<file path="src/tlb_write_regs.svh">
// Offsets, field positions, widths and reset values of the TLB write block
`ifndef TLB_WRITE_REGS_SVH
`define TLB_WRITE_REGS_SVH

// ****************************************
// Geometry
// ****************************************
`define TLB_ENTRIES 16
`define IDX_W 4
`define VIRTUAL_PAGE_PAIR_NUMBER_W 19
`define ADDRESS_SPACE_IDENTIFIER_W 8
`define REGION_W 2
`define MASK_W 16
`define PFN_W 20
`define CATTR_W 3

// ****************************************
// Register byte offsets
// ****************************************
`define OFS_ENTRY_HIGH 8'h00
`define OFS_EVEN_LOW 8'h04
`define OFS_ODD_LOW 8'h08
`define OFS_PAGE_MASK 8'h0C
`define OFS_INDEX 8'h10
`define OFS_RANDOM 8'h14
`define OFS_CTRL 8'h18
`define OFS_CMD 8'h1C
`define OFS_STATUS 8'h20
`define OFS_IRQ_MASK 8'h24
`define OFS_RD_SEL 8'h28
`define OFS_RD_HIGH 8'h2C
`define OFS_RD_EVEN 8'h30
`define OFS_RD_ODD 8'h34
`define OFS_RD_MASK 8'h38

// ****************************************
// Field positions
// ****************************************
`define EHI_VIRTUAL_PAGE_PAIR_NUMBER_HI 31
`define EHI_VIRTUAL_PAGE_PAIR_NUMBER_LO 13
`define EHI_REGION_HI 9
`define EHI_REGION_LO 8
`define EHI_ADDRESS_SPACE_IDENTIFIER_HI 7
`define EHI_ADDRESS_SPACE_IDENTIFIER_LO 0
`define ELO_PFN_HI 25
`define ELO_PFN_LO 6
`define ELO_C_HI 5
`define ELO_C_LO 3
`define ELO_D 2
`define ELO_V 1
`define ELO_G 0
`define PM_MASK_HI 28
`define PM_MASK_LO 13
`define CTRL_ZERO_MASKED 0
`define CTRL_DUP_CHECK 1
`define CMD_INDEXED 0
`define CMD_RANDOM 1
`define EV_DONE 0
`define EV_MCHECK 1
`define EV_UNUSABLE 2
`define EV_W 3

// ****************************************
// Reset values
// ****************************************
`define CTRL_RESET 2'h3
`define IRQ_MASK_RESET 3'h0
`define RANDOM_RESET 4'hF

`endif

</file>
<file path="src/tlb_write_pkg.sv">
// Types shared by the TLB write block
package tlb_write_pkg;

  typedef enum logic [1:0] {
    ST_IDLE = 2'b01,
    ST_COMMIT = 2'b10
  } state_t;

endpackage

</file>
<file path="src/tlb_entry_write.sv">
// TLB entry write path: staging registers, slot choice, commit and faults
//
// What this block does
// (RL1) Random write picks its slot from the random register, not the index.
// (RL2) Indexed write picks its slot from the index register.
// (RL3) Entry takes staging high, both lows and page mask sampled at execution.
// (RL4) Virtual page pair bits under set mask bits may be zeroed; control bit picks.
// (RL5) Both frame numbers may have masked bits zeroed; same control bit picks.
// (RL6) Stored global bit is AND of even and odd staging global bits.
// (RL7) Duplicate match found on write raises machine check.
// (RL8) Duplicate matches reported only on writes, never on read-back.
// (RL9) Coprocessor zero disabled: raise unusable fault, leave the TLB untouched.
// (RL10) Software keeps the index below the entry count before indexed writes.
// (RL11) Mask, region, identifier copied; cache, dirty, valid per page from its low.
`timescale 1ns/1ps
`include "tlb_write_regs.svh"

module tlb_entry_write (
  input wire logic pclk,
  input wire logic presetn,
  input wire logic [7:0] paddr,
  input wire logic psel,
  input wire logic penable,
  input wire logic pwrite,
  input wire logic [31:0] pwdata,
  output logic [31:0] prdata,
  output logic pready,
  output logic pslverr,
  input wire logic tlb_write_indexed_op,
  input wire logic tlb_write_random_op,
  input wire logic cp0_usable,
  output logic tlb_write_busy,
  output logic tlb_write_done,
  output logic machine_check,
  output logic cop_unusable,
  output logic irq
);
  import tlb_write_pkg::*;

  // ****************************************
  // Declarations
  // ****************************************
  tlb_write_pkg::state_t state_reg;
  tlb_write_pkg::state_t state_next;
  logic [31:0] entry_high_staging;
  logic [31:0] even_page_low_staging;
  logic [31:0] odd_page_low_staging;
  logic [31:0] page_size_mask;
  logic [`IDX_W-1:0] index_reg;
  logic [`IDX_W-1:0] random_reg;
  logic [`IDX_W-1:0] rd_sel_reg;
  logic [1:0] ctrl_reg;
  logic [`EV_W-1:0] status_reg;
  logic [`EV_W-1:0] irq_mask_reg;
  logic [`EV_W-1:0] events;
  logic apb_setup;
  logic apb_access;
  logic apb_wr;
  logic apb_rd;
  logic [31:0] rd_mux;
  logic rd_err;
  logic cmd_idx;
  logic cmd_rnd;
  logic want_idx;
  logic want_rnd;
  logic accept;
  logic commit_ok;
  logic commit_bad;
  logic [`IDX_W-1:0] lat_slot;
  logic [`VIRTUAL_PAGE_PAIR_NUMBER_W-1:0] lat_virtual_page_pair_number;
  logic [`ADDRESS_SPACE_IDENTIFIER_W-1:0] lat_address_space_identifier;
  logic [`REGION_W-1:0] lat_region;
  logic [`MASK_W-1:0] lat_mask;
  logic lat_global;
  logic [`PFN_W-1:0] lat_even_physical_frame;
  logic [`PFN_W-1:0] lat_odd_physical_frame;
  logic [`CATTR_W+1:0] lat_cdv0;
  logic [`CATTR_W+1:0] lat_cdv1;
  logic [`MASK_W-1:0] st_mask;
  logic [`VIRTUAL_PAGE_PAIR_NUMBER_W-1:0] st_virtual_page_pair_number;
  logic [`PFN_W-1:0] st_even_physical_frame;
  logic [`PFN_W-1:0] st_odd_physical_frame;
  logic dup_hit;
  logic [`VIRTUAL_PAGE_PAIR_NUMBER_W-1:0] rb_virtual_page_pair_number;
  logic [`ADDRESS_SPACE_IDENTIFIER_W-1:0] rb_address_space_identifier;
  logic [`REGION_W-1:0] rb_region;
  logic [`MASK_W-1:0] rb_mask;
  logic rb_global;
  logic [`PFN_W-1:0] rb_even_physical_frame;
  logic [`PFN_W-1:0] rb_odd_physical_frame;
  logic [`CATTR_W+1:0] rb_cdv0;
  logic [`CATTR_W+1:0] rb_cdv1;

  // ****************************************
  // APB decode
  // ****************************************
  assign apb_setup = psel && !penable;
  assign apb_access = psel && penable && pready;
  assign apb_wr = apb_access && pwrite;
  assign apb_rd = apb_access && !pwrite;
  assign cmd_idx = apb_wr && (paddr == `OFS_CMD) && pwdata[`CMD_INDEXED];
  assign cmd_rnd = apb_wr && (paddr == `OFS_CMD) && pwdata[`CMD_RANDOM];

  // Zero wait state: data and pready are loaded in the setup cycle
  always_ff @(posedge pclk or negedge presetn) begin
    if (!presetn) begin
      pready <= 1'b0;
      prdata <= 32'h0000_0000;
      pslverr <= 1'b0;
    end else begin
      pready <= apb_setup;
      prdata <= apb_setup && !pwrite ? rd_mux : 32'h0000_0000;
      pslverr <= apb_setup && rd_err;
    end
  end

  always_ff @(posedge pclk or negedge presetn) begin
    if (!presetn) begin
      entry_high_staging <= 32'h0000_0000;
      even_page_low_staging <= 32'h0000_0000;
      odd_page_low_staging <= 32'h0000_0000;
      page_size_mask <= 32'h0000_0000;
      index_reg <= '0;
      rd_sel_reg <= '0;
      ctrl_reg <= `CTRL_RESET;
      irq_mask_reg <= `IRQ_MASK_RESET;
    end else if (apb_wr) begin
      if (paddr == `OFS_ENTRY_HIGH) begin
        entry_high_staging <= pwdata;
      end else if (paddr == `OFS_EVEN_LOW) begin
        even_page_low_staging <= pwdata;
      end else if (paddr == `OFS_ODD_LOW) begin
        odd_page_low_staging <= pwdata;
      end else if (paddr == `OFS_PAGE_MASK) begin
        page_size_mask <= pwdata;
      end else if (paddr == `OFS_INDEX) begin
        index_reg <= pwdata[`IDX_W-1:0];
      end else if (paddr == `OFS_CTRL) begin
        ctrl_reg <= pwdata[1:0];
      end else if (paddr == `OFS_IRQ_MASK) begin
        irq_mask_reg <= pwdata[`EV_W-1:0];
      end else if (paddr == `OFS_RD_SEL) begin
        rd_sel_reg <= pwdata[`IDX_W-1:0];
      end
    end
  end

  // Read-back never runs the duplicate check (RL8)
  always_comb begin
    rd_mux = 32'h0000_0000;
    rd_err = 1'b0;
    if (paddr == `OFS_ENTRY_HIGH) begin
      rd_mux = entry_high_staging;
    end else if (paddr == `OFS_EVEN_LOW) begin
      rd_mux = even_page_low_staging;
    end else if (paddr == `OFS_ODD_LOW) begin
      rd_mux = odd_page_low_staging;
    end else if (paddr == `OFS_PAGE_MASK) begin
      rd_mux = page_size_mask;
    end else if (paddr == `OFS_INDEX) begin
      rd_mux[`IDX_W-1:0] = index_reg;
    end else if (paddr == `OFS_RANDOM) begin
      rd_mux[`IDX_W-1:0] = random_reg;
    end else if (paddr == `OFS_CTRL) begin
      rd_mux[1:0] = ctrl_reg;
    end else if (paddr == `OFS_CMD) begin
      rd_mux[0] = tlb_write_busy;
    end else if (paddr == `OFS_STATUS) begin
      rd_mux[`EV_W-1:0] = status_reg;
    end else if (paddr == `OFS_IRQ_MASK) begin
      rd_mux[`EV_W-1:0] = irq_mask_reg;
    end else if (paddr == `OFS_RD_SEL) begin
      rd_mux[`IDX_W-1:0] = rd_sel_reg;
    end else if (paddr == `OFS_RD_HIGH) begin
      rd_mux[`EHI_VIRTUAL_PAGE_PAIR_NUMBER_HI:`EHI_VIRTUAL_PAGE_PAIR_NUMBER_LO] = rb_virtual_page_pair_number;
      rd_mux[`EHI_REGION_HI:`EHI_REGION_LO] = rb_region;
      rd_mux[`EHI_ADDRESS_SPACE_IDENTIFIER_HI:`EHI_ADDRESS_SPACE_IDENTIFIER_LO] = rb_address_space_identifier;
    end else if (paddr == `OFS_RD_EVEN) begin
      rd_mux[`ELO_PFN_HI:`ELO_PFN_LO] = rb_even_physical_frame;
      rd_mux[`ELO_C_HI:`ELO_V] = rb_cdv0;
      rd_mux[`ELO_G] = rb_global;
    end else if (paddr == `OFS_RD_ODD) begin
      rd_mux[`ELO_PFN_HI:`ELO_PFN_LO] = rb_odd_physical_frame;
      rd_mux[`ELO_C_HI:`ELO_V] = rb_cdv1;
      rd_mux[`ELO_G] = rb_global;
    end else if (paddr == `OFS_RD_MASK) begin
      rd_mux[`PM_MASK_HI:`PM_MASK_LO] = rb_mask;
    end else begin
      rd_err = 1'b1;
    end
  end

  // ****************************************
  // Random replacement counter
  // ****************************************
  always_ff @(posedge pclk or negedge presetn) begin
    if (!presetn) begin
      random_reg <= `RANDOM_RESET;
    end else if (random_reg == '0) begin
      random_reg <= `IDX_W'(`TLB_ENTRIES - 1);
    end else begin
      random_reg <= random_reg - 1'b1;
    end
  end

  // ****************************************
  // Staging snapshot with optional zeroing
  // ****************************************
  assign st_mask = page_size_mask[`PM_MASK_HI:`PM_MASK_LO];
  always_comb begin
    st_virtual_page_pair_number = entry_high_staging[`EHI_VIRTUAL_PAGE_PAIR_NUMBER_HI:`EHI_VIRTUAL_PAGE_PAIR_NUMBER_LO];
    st_even_physical_frame = even_page_low_staging[`ELO_PFN_HI:`ELO_PFN_LO];
    st_odd_physical_frame = odd_page_low_staging[`ELO_PFN_HI:`ELO_PFN_LO];
    if (ctrl_reg[`CTRL_ZERO_MASKED]) begin
      st_virtual_page_pair_number = st_virtual_page_pair_number & ~{{(`VIRTUAL_PAGE_PAIR_NUMBER_W-`MASK_W){1'b0}}, st_mask}; // RL4
      st_even_physical_frame = st_even_physical_frame & ~{{(`PFN_W-`MASK_W){1'b0}}, st_mask}; // RL5
      st_odd_physical_frame = st_odd_physical_frame & ~{{(`PFN_W-`MASK_W){1'b0}}, st_mask}; // RL5
    end
  end

  // Pin and command requests merge; indexed wins if both arrive together
  assign want_idx = tlb_write_indexed_op || cmd_idx;
  assign want_rnd = tlb_write_random_op || cmd_rnd;
  assign accept = (state_reg == ST_IDLE) && (want_idx || want_rnd) && cp0_usable; // RL9

  always_ff @(posedge pclk or negedge presetn) begin
    if (!presetn) begin
      lat_slot <= '0;
      lat_virtual_page_pair_number <= '0;
      lat_address_space_identifier <= '0;
      lat_region <= '0;
      lat_mask <= '0;
      lat_global <= 1'b0;
      lat_even_physical_frame <= '0;
      lat_odd_physical_frame <= '0;
      lat_cdv0 <= '0;
      lat_cdv1 <= '0;
    end else if (accept) begin
      lat_slot <= want_idx ? index_reg : random_reg; // RL1 RL2 RL10
      lat_virtual_page_pair_number <= st_virtual_page_pair_number; // RL3
      lat_address_space_identifier <= entry_high_staging[`EHI_ADDRESS_SPACE_IDENTIFIER_HI:`EHI_ADDRESS_SPACE_IDENTIFIER_LO]; // RL11
      lat_region <= entry_high_staging[`EHI_REGION_HI:`EHI_REGION_LO]; // RL11
      lat_mask <= st_mask; // RL11
      lat_global <= even_page_low_staging[`ELO_G] && odd_page_low_staging[`ELO_G]; // RL6
      lat_even_physical_frame <= st_even_physical_frame;
      lat_odd_physical_frame <= st_odd_physical_frame;
      lat_cdv0 <= even_page_low_staging[`ELO_C_HI:`ELO_V]; // RL11
      lat_cdv1 <= odd_page_low_staging[`ELO_C_HI:`ELO_V]; // RL11
    end
  end

  // ****************************************
  // Commit sequence
  // ****************************************
  assign commit_bad = (state_reg == ST_COMMIT) && ctrl_reg[`CTRL_DUP_CHECK] && dup_hit; // RL7 RL8
  assign commit_ok = (state_reg == ST_COMMIT) && !commit_bad;

  always_comb begin
    state_next = state_reg;
    case (state_reg)
      ST_IDLE: begin
        if (accept) begin
          state_next = ST_COMMIT;
        end
      end
      ST_COMMIT: begin
        state_next = ST_IDLE;
      end
      default: begin
        state_next = ST_IDLE;
      end
    endcase
  end

  always_ff @(posedge pclk or negedge presetn) begin
    if (!presetn) begin
      state_reg <= ST_IDLE;
      tlb_write_busy <= 1'b0;
    end else begin
      state_reg <= state_next;
      tlb_write_busy <= state_next == ST_COMMIT;
    end
  end

  assign events[`EV_DONE] = commit_ok;
  assign events[`EV_MCHECK] = commit_bad; // RL7
  assign events[`EV_UNUSABLE] = (state_reg == ST_IDLE) && (want_idx || want_rnd) && !cp0_usable; // RL9

  always_ff @(posedge pclk or negedge presetn) begin
    if (!presetn) begin
      tlb_write_done <= 1'b0;
      machine_check <= 1'b0;
      cop_unusable <= 1'b0;
    end else begin
      tlb_write_done <= events[`EV_DONE];
      machine_check <= events[`EV_MCHECK];
      cop_unusable <= events[`EV_UNUSABLE];
    end
  end

  // ****************************************
  // Interrupt status
  // ****************************************
  // Only bits already shown in prdata clear; later events stay set
  always_ff @(posedge pclk or negedge presetn) begin
    if (!presetn) begin
      status_reg <= '0;
    end else if (apb_rd && (paddr == `OFS_STATUS)) begin
      status_reg <= (status_reg & ~prdata[`EV_W-1:0]) | events;
    end else begin
      status_reg <= status_reg | events;
    end
  end

  always_ff @(posedge pclk or negedge presetn) begin
    if (!presetn) begin
      irq <= 1'b0;
    end else begin
      irq <= |(status_reg & irq_mask_reg);
    end
  end

  // ****************************************
  // Entry array
  // ****************************************
  tlb_entry_store u_store (
    .pclk(pclk),
    .presetn(presetn),
    .wr_en(commit_ok), // RL9
    .wr_slot(lat_slot),
    .wr_virtual_page_pair_number(lat_virtual_page_pair_number),
    .wr_address_space_identifier(lat_address_space_identifier),
    .wr_region(lat_region),
    .wr_mask(lat_mask),
    .wr_global(lat_global),
    .wr_even_physical_frame(lat_even_physical_frame),
    .wr_cdv0(lat_cdv0),
    .wr_odd_physical_frame(lat_odd_physical_frame),
    .wr_cdv1(lat_cdv1),
    .rd_slot(rd_sel_reg),
    .rd_virtual_page_pair_number(rb_virtual_page_pair_number),
    .rd_address_space_identifier(rb_address_space_identifier),
    .rd_region(rb_region),
    .rd_mask(rb_mask),
    .rd_global(rb_global),
    .rd_even_physical_frame(rb_even_physical_frame),
    .rd_cdv0(rb_cdv0),
    .rd_odd_physical_frame(rb_odd_physical_frame),
    .rd_cdv1(rb_cdv1),
    .dup_hit(dup_hit)
  );

endmodule

</file>
<file path="src/tlb_entry_store.sv">
// TLB entry array with write port, read-back port and duplicate match check
`timescale 1ns/1ps
`include "tlb_write_regs.svh"

module tlb_entry_store (
  input wire logic pclk,
  input wire logic presetn,
  input wire logic wr_en,
  input wire logic [`IDX_W-1:0] wr_slot,
  input wire logic [`VIRTUAL_PAGE_PAIR_NUMBER_W-1:0] wr_virtual_page_pair_number,
  input wire logic [`ADDRESS_SPACE_IDENTIFIER_W-1:0] wr_address_space_identifier,
  input wire logic [`REGION_W-1:0] wr_region,
  input wire logic [`MASK_W-1:0] wr_mask,
  input wire logic wr_global,
  input wire logic [`PFN_W-1:0] wr_even_physical_frame,
  input wire logic [`CATTR_W+1:0] wr_cdv0,
  input wire logic [`PFN_W-1:0] wr_odd_physical_frame,
  input wire logic [`CATTR_W+1:0] wr_cdv1,
  input wire logic [`IDX_W-1:0] rd_slot,
  output logic [`VIRTUAL_PAGE_PAIR_NUMBER_W-1:0] rd_virtual_page_pair_number,
  output logic [`ADDRESS_SPACE_IDENTIFIER_W-1:0] rd_address_space_identifier,
  output logic [`REGION_W-1:0] rd_region,
  output logic [`MASK_W-1:0] rd_mask,
  output logic rd_global,
  output logic [`PFN_W-1:0] rd_even_physical_frame,
  output logic [`CATTR_W+1:0] rd_cdv0,
  output logic [`PFN_W-1:0] rd_odd_physical_frame,
  output logic [`CATTR_W+1:0] rd_cdv1,
  output logic dup_hit
);
  logic [`VIRTUAL_PAGE_PAIR_NUMBER_W-1:0] virtual_page_pair_number_a [`TLB_ENTRIES];
  logic [`ADDRESS_SPACE_IDENTIFIER_W-1:0] address_space_identifier_a [`TLB_ENTRIES];
  logic [`REGION_W-1:0] region_a [`TLB_ENTRIES];
  logic [`MASK_W-1:0] mask_a [`TLB_ENTRIES];
  logic [`PFN_W-1:0] even_physical_frame_a [`TLB_ENTRIES];
  logic [`PFN_W-1:0] odd_physical_frame_a [`TLB_ENTRIES];
  logic [`CATTR_W+1:0] cdv0_a [`TLB_ENTRIES];
  logic [`CATTR_W+1:0] cdv1_a [`TLB_ENTRIES];
  logic [`TLB_ENTRIES-1:0] global_reg;
  logic [`TLB_ENTRIES-1:0] loaded_reg;

  always_ff @(posedge pclk or negedge presetn) begin
    if (!presetn) begin
      for (int i = 0; i < `TLB_ENTRIES; i++) begin
        virtual_page_pair_number_a[i] <= '0;
        address_space_identifier_a[i] <= '0;
        region_a[i] <= '0;
        mask_a[i] <= '0;
        even_physical_frame_a[i] <= '0;
        odd_physical_frame_a[i] <= '0;
        cdv0_a[i] <= '0;
        cdv1_a[i] <= '0;
      end
      global_reg <= '0;
      loaded_reg <= '0;
    end else if (wr_en) begin
      virtual_page_pair_number_a[wr_slot] <= wr_virtual_page_pair_number;
      address_space_identifier_a[wr_slot] <= wr_address_space_identifier;
      region_a[wr_slot] <= wr_region;
      mask_a[wr_slot] <= wr_mask;
      even_physical_frame_a[wr_slot] <= wr_even_physical_frame;
      odd_physical_frame_a[wr_slot] <= wr_odd_physical_frame;
      cdv0_a[wr_slot] <= wr_cdv0;
      cdv1_a[wr_slot] <= wr_cdv1;
      global_reg[wr_slot] <= wr_global;
      loaded_reg[wr_slot] <= 1'b1;
    end
  end

  // Only loaded entries other than the target slot count; the target is replaced
  always_comb begin
    logic [`VIRTUAL_PAGE_PAIR_NUMBER_W-1:0] m;
    dup_hit = 1'b0;
    m = '0;
    for (int j = 0; j < `TLB_ENTRIES; j++) begin
      m = {{(`VIRTUAL_PAGE_PAIR_NUMBER_W-`MASK_W){1'b0}}, mask_a[j]};
      if (loaded_reg[j] && (j[`IDX_W-1:0] != wr_slot) &&
          ((virtual_page_pair_number_a[j] & ~m) == (wr_virtual_page_pair_number & ~m)) && (region_a[j] == wr_region) &&
          (global_reg[j] || (address_space_identifier_a[j] == wr_address_space_identifier))) begin
        dup_hit = 1'b1;
      end
    end
  end

  assign rd_virtual_page_pair_number = virtual_page_pair_number_a[rd_slot];
  assign rd_address_space_identifier = address_space_identifier_a[rd_slot];
  assign rd_region = region_a[rd_slot];
  assign rd_mask = mask_a[rd_slot];
  assign rd_global = global_reg[rd_slot];
  assign rd_even_physical_frame = even_physical_frame_a[rd_slot];
  assign rd_cdv0 = cdv0_a[rd_slot];
  assign rd_odd_physical_frame = odd_physical_frame_a[rd_slot];
  assign rd_cdv1 = cdv1_a[rd_slot];

endmodule

</file>
<file path="config.mk">
export PLATFORM = sky130hd
export DESIGN_NAME = tlb_entry_write
export DESIGN_NICKNAME = d
export VERILOG_FILES = /design/src/tlb_write_pkg.sv /design/src/tlb_entry_write.sv /design/src/tlb_entry_store.sv
export VERILOG_INCLUDE_DIRS = /design/src /design/src/src
export SDC_FILE = /design/constraint.sdc
export NUM_CORES = 2
export LEC_CHECK = 0
export BUFFER_PORTS_ARGS = -buffer_cell sky130_fd_sc_hd__buf_4
export CELL_PAD_IN_SITES_DETAIL_PLACEMENT = 0
export CELL_PAD_IN_SITES_GLOBAL_PLACEMENT = 1
export CORE_MARGIN = 5
export CORE_UTILIZATION = 40
export CTS_CLUSTER_SIZE = 30
export DETAILED_ROUTE_END_ITERATION = 12
export GPL_TIMING_DRIVEN = 0
export HOLD_SLACK_MARGIN = 0.02
export PLACE_DENSITY_LB_ADDON = 0.25
export SYNTH_ARGS = -nofsm -noshare
export SYNTH_HDL_FRONTEND = slang
export SYNTH_SLANG_ARGS = --single-unit
</file>
<file path="constraint.sdc">
create_clock -name pclk -period 3.9 [get_ports pclk]
set_input_delay 0.78 -clock pclk [delete_from_list [all_inputs] [get_ports pclk]]
set_output_delay 0.78 -clock pclk [all_outputs]
set_load 0.01 [all_outputs]
</file>
# == Word level (Yosys, flattened, before mapping) ==
# Index checks and enable logic that the tools add are counted.
# word_totals
register_bits,1841
input_bits,48
output_inout_bits,39
# classes
add_sub_neg,1
order_cmp,6
n_eq_ne,80
muxes,164
bitwise,68
n_reduce_logical,119
# op_table
cell,count
320-bit bitwise mux,2
19-bit AND,33
26-bit two-way mux,13
16-bit inverter with 19-bit output,17
304-bit bitwise mux,1
19-bit equality test,16
16-bit two-way mux,19
256-bit bitwise mux,1
20-bit binary-select mux with 4-bit select,2
80-bit bitwise mux,2
32-bit two-way mux,5
20-bit two-way mux,7
128-bit bitwise mux,1
8-bit equality test,16
10-bit two-way mux,12
1-bit logical AND,84
28-bit two-way mux,3
20-bit demux with 4-bit select,1
19-bit binary-select mux with 4-bit select,1
19-bit demux with 4-bit select,1
19-bit two-way mux,4
16-bit binary-select mux with 4-bit select,1
16-bit demux with 4-bit select,1
4-bit two-way mux,15
57 further kinds,180

# == Logic depth before layout (Yosys ltp) ==
# depth
ltp_word,67
ltp_mapped,15
mapped_depth_nobuf,9

# == Cells and area by module ==
# From an unflattened synthesis, not the netlist that was laid out.
# unflattened
hier_cells,5955
area_unflattened_um2,88498.6
# modules_own_cells
module,n_inst,cells_per_inst,area_each_um2,seq_area_each_um2
tlb_entry_store,1,4843,75371.0,38837.2
tlb_entry_write,1,1112,13127.6,7240.7

# == Worst setup path before layout ==
# No wires, ideal clock.
# synth_timing
kind,flip-flop to flip-flop
startpoint,register rd_sel_reg[0]
endpoint,register prdata[22]
setup_time_ns,0.132
t_arrival_ns,3.258
setup_slack_ns,0.510
path_stages_with_launch,11
path_buffers,4
period_less_slack_ns,3.390
cell_sequence,dfrtp_1 > buf_2 > buf_2 > buf_1 > buf_1 > mux4_2 > mux4_2 > a221oi_1 > a21oi_1 > a21oi_1 > nor2_1
# synth_via
elab_chain_len,46
word_cells_on_any_way,55
cone_classes,54 x mux; 1 x bitwise
# synth_lines
element,line,text
"start, declared",tlb_entry_write.sv:51,logic [`IDX_W-1:0] rd_sel_reg;
"start signal, assigned",tlb_entry_write.sv:143,rd_sel_reg <= pwdata[`IDX_W-1:0];
4-bit inverter with 5-bit output (not written as such) *,n/a,
16-bit binary-select mux with 4-bit select,tlb_entry_store.sv:88,assign rd_mask = mask_a[rd_slot];
16-bit two-way mux (not written as such) (2 in a row),tlb_entry_store.sv:88,
16-bit two-way mux,tlb_entry_write.sv:186,end else if (paddr == `OFS_RD_MASK) begin
16-bit two-way mux,tlb_entry_write.sv:182,end else if (paddr == `OFS_RD_ODD) begin
16-bit two-way mux,tlb_entry_write.sv:178,end else if (paddr == `OFS_RD_EVEN) begin
16-bit two-way mux,tlb_entry_write.sv:174,end else if (paddr == `OFS_RD_HIGH) begin
16-bit two-way mux,tlb_entry_write.sv:172,end else if (paddr == `OFS_RD_SEL) begin
[... 29 more ...],n/a,
30-bit two-way mux *,tlb_entry_write.sv:164,end else if (paddr == `OFS_CTRL) begin
28-bit two-way mux *,tlb_entry_write.sv:162,end else if (paddr == `OFS_RANDOM) begin
28-bit two-way mux *,tlb_entry_write.sv:160,end else if (paddr == `OFS_INDEX) begin
32-bit two-way mux *,tlb_entry_write.sv:158,end else if (paddr == `OFS_PAGE_MASK) begin
32-bit two-way mux *,tlb_entry_write.sv:156,end else if (paddr == `OFS_ODD_LOW) begin
32-bit two-way mux *,tlb_entry_write.sv:154,end else if (paddr == `OFS_EVEN_LOW) begin
32-bit two-way mux *,tlb_entry_write.sv:152,if (paddr == `OFS_ENTRY_HIGH) begin
32-bit two-way mux *,tlb_entry_write.sv:112,prdata <= apb_setup && !pwrite ? rd_mux : 32'h0000_0000;
"end signal, assigned",tlb_entry_write.sv:112,
"end, declared",tlb_entry_write.sv:26,"output logic [31:0] prdata,"
# Every way passes the cells marked *; elsewhere a longest branch is shown, timed or not. The select of a mux whose other input is x is not followed.
# A chain may end at the register's enable or synchronous reset.

# == Worst setup path in the final report ==
# layout_timing
startpoint,register lat_address_space_identifier[1]
endpoint,register u_store.cdv1_a[20] (netlist bit)
# layout_via
elab_chain_len,22
word_cells_on_any_way,67
cone_classes,16 x eq/ne; 16 x mux; 35 x reduce/logical
# layout_lines
element,line,text
"start, declared",tlb_entry_write.sv:71,logic [`ADDRESS_SPACE_IDENTIFIER_W-1:0] lat_address_space_identifier;
"start signal, assigned",tlb_entry_write.sv:241,lat_address_space_identifier <= entry_high_staging[`EHI_ADDRESS_SPACE_IDENTIFIER_HI:`EHI_ADDRESS_SPACE_IDENTIF ...
8-bit equality test,tlb_entry_store.sv:79,(global_reg[j] || (address_space_identifier_a[j] == wr_address_space_identifier))) begin
1-bit logical OR,tlb_entry_store.sv:79,
1-bit logical AND,tlb_entry_store.sv:77,if (loaded_reg[j] && (j[`IDX_W-1:0] != wr_slot) &&
1-bit two-way mux (15 in a row),tlb_entry_store.sv:77,
1-bit two-way mux *,tlb_entry_store.sv:77,
1-bit logical AND *,tlb_entry_write.sv:255,assign commit_bad = (state_reg == ST_COMMIT) && ctrl_reg[`CTRL_DUP_CHECK] && dup_hit;
1-bit zero test *,tlb_entry_write.sv:256,assign commit_ok = (state_reg == ST_COMMIT) && !commit_bad;
1-bit logical AND *,tlb_entry_write.sv:256,
"end signal, assigned by index",tlb_entry_store.sv:64,cdv1_a[wr_slot] <= wr_cdv1;
"end, declared",tlb_entry_store.sv:38,logic [`CATTR_W+1:0] cdv1_a [`TLB_ENTRIES];
# Every way passes the cells marked *; elsewhere a longest branch is shown, timed or not.

==> reports/metrics.yaml <==
die_w_microns: 479
hpwl_mm: 271
clock_path_buffers: 3
cts_buffers: 202
required_ps: 4640
post_drt_wl_per_cell_microns: 40.2
ios: 87
synth_seq_cells: 1841
fin_nets: 6520
synth_area_per_cell_sq_um: 14.8
drt_iter0_markers: 7302
worst_setup_path_start_kind: "register"
leakage_nw: 49.5
yosys.cell_types.count: 59
grt_max_degree: 179
die-height_microns: 479
vias_per_cell: 6.21
max_freq_mhz: 238
hold_violations: 0
powerDensity_nw_per_um2: 398
ant_nets: 0
critPathMaxFanout: 6
skew_ps: 43.7
die-area_sq_um: 230000
design_area_sq_um: 108000
drive_gt1_share_pct: 50.4
antenna_found_initial: 28
finalSetupViolCount: 1394
worst_pin_slew_ps: 1500
core_area_sq_um: 220000
synth-seq-area-share_pct: 52.3
htree_num_levels: 4
cts_root_buffer: "clkbuf_16"
violations: "capacitance limit, setup timing"
globalplace.congestion: 0.994
grt_pass1_wl_mm: 501
hold_depth: 2
globalRouteOverflowTotal: 0
dpl_cell_area_sq_um: 92900
path_clk_slew_ps: 60
synth_commonest_cells: "dfrtp_1, mux2_2, mux4_2"
crit_type: "reg2reg"
post-route-drc-count: 0
yosysMostFrequentCell: "dfrtp_1"
dr.pass1.iters: 6
maxCapViolCount: 1
slew_violations: 0
first_global_vias: 58800
status: "finished with violations"
ir_worst_vdd_mv: 0.442
rsz0062_at_grt: "yes"
cp.arrival_ps: 4940
synth-async-reset-ratio_pct: 100
syn-cell-area_sq_um: 88100
design_power_total_w: 0.0429
min_path_type: "in2reg"
syn_nets: 6026
core.rowCount: 172
ys_dominant_reg_cell: "dfrtp_1"
regArea_sq_um: 46100
io_buffers: 83
min_period_over_period_pct: 108
reg_top3: "u_store.even_physical_frame_a (320), u_store.odd_physical_frame_a (320), u_store.virtual_page_pair_number_a (304)"
areaGrowthSynthToFinish_pct: 22.2
vias: 59200
syn_inst: 5976
max-slew-margin-rel_pct: 0.0690
yosysTopAreaCell: "dfrtp_1"
synth_top_area_share_pct: 52.1
fin_crit_ps: 4200
ys_warn_count: 0
track_usage_pct: 31.5
cts_sinks: 1841
wirelength_mm: 383
multi_input_area_sq_um: 41700
end_kind: "register"
clk_latency_ps: 880
n_fill_cell: 18900
initial_utilization_pct: 40.2
synth-edff-count: 0
r2r_cells: 17
final_util_pct: 49.1
synth_area_leaders: "dfrtp_1, mux2_2, mux4_2"
setup_ws_ps: -296
cts_tree: "yes"
==> through the flow <==
step | worst slack [ps] | hold slack (ps) | setup TNS [ps] | cells
after floorplan | 510 | 426 | 0 | 5976
after global placement | -21620 | 455 | - | 8930
after detailed placement | -2770 | 457 | -2993730 | 8951
after CTS | -188 | 131 | -79610 | 9386
after global routing | -249 | 158 | -81890 | 9523
final | -296 | 170 | -141670 | 9529
==> cells by family after synthesis <==
| family | synth area share [%] |
|---|---|
| compound gates | 3.04 |
| xor+xnor | 4.61 |
| fa+ha+maj | 0.0284 |
| buf+inv | 3.06 |
| flops | 52.3 |
| mux | 34.3 |
| simple gates | 2.65 |
==> layer usage <==
| layer | vias up | GRT usage, % | share of wire, % |
|---|---|---|---|
| met2 | 2976 | 46.3 | 43 |
| met3 | 718 | 6.57 | 9.0 |
| li1 | 23100 | - | - |
| met4 | 6 | 16.8 | 6.7 |
| met1 | 32400 | 44.1 | 42 |
| met5 | - | 0 | 0.011 |
==> report_power, final <==
part	switching, W	total (W)	internal, W
sequential	0.000228	0.0195	0.0193
clock	0.00849	0.0204	0.0119
combinational	0.00179	0.00298	0.00119
total	0.0105	0.0429	0.0324
==> cells in the final DEF, fill, tap and decap left out, types with 67 or more instances in the layout <==
master	instances
nor2_1	67
o22ai_1	132
clkbuf_16	269
nand2_1	223
xnor2_1	270
buf_6	85
dfrtp_1	1831
mux2_2	1398
a21oi_1	77
clkbuf_1	212
mux2_4	302
xor2_1	134
o21ai_0	88
buf_4	221
buf_12	109
mux4_2	468
==> path summary, 6_finish.rpt <==
| kind | start | slack (ps) | to |
|---|---|---|---|
| min reg2reg | u_store.loaded_reg[10]$_DFFE_PN0P_ | 480 | u_store.loaded_reg[10]$_DFFE_PN0P_ |
| max reg2reg | lat_address_space_identifier[1]$_DFFE_PN0P_ | -300 | u_store.cdv1_a[20]$_DFFE_PN0P_ |
| min | pwdata[25] | 170 | entry_high_staging[25]$_DFFE_PN0P_ |
| min in group asynchronous | presetn | 600 | u_store.address_space_identifier_a[30]$_DFFE_PN0P_ |
| max | lat_address_space_identifier[1]$_DFFE_PN0P_ | -300 | u_store.cdv1_a[20]$_DFFE_PN0P_ |
| max in group asynchronous | presetn | 510 | u_store.even_physical_frame_a[154]$_DFFE_PN0P_ |
==> critical path: stages, from the launching register on <==
cell	delay, ps
dfrtp_1	370
buf_6	140
buf_4	140
xor2_1	240
nor4_1	100
a21oi_1	470
or4_4	280
nor4_4	60
nor4_4	400
a41oi_4	200
buf_6	160
buf_6	110
buf_12	130
nor3_4	270
buf_6	190
clkbuf_16	250
clkbuf_16	220
mux2_2	330
==> final cells by class <==
cell class / instances / share of cell area, %
Timing Repair Buffer: 299 / 4.00
Clock inverter: 73 / 0.944
Buffer: 518 / 4.56
Inverter: 23 / 0.0801
Clock buffer: 304 / 5.54
Sequential cell: 1841 / 42.8
Tap cell: 2871 / 3.33
Multi-Input combinational cell: 3585 / 38.7
Antenna cell: 15 / 0.0348
==> repair_timing <==
action                                  4_1_cts  5_1_grt
endpoints found under the setup margin     1693     1637
hold buffers                                  1        0
cloned                                       11       64
setup buffers                                50       78
pin swaps                                    43       34
hold endpoints to repair                    122        0
resized for setup                           671      625
Note: power is estimated with default switching activity, not from simulation.
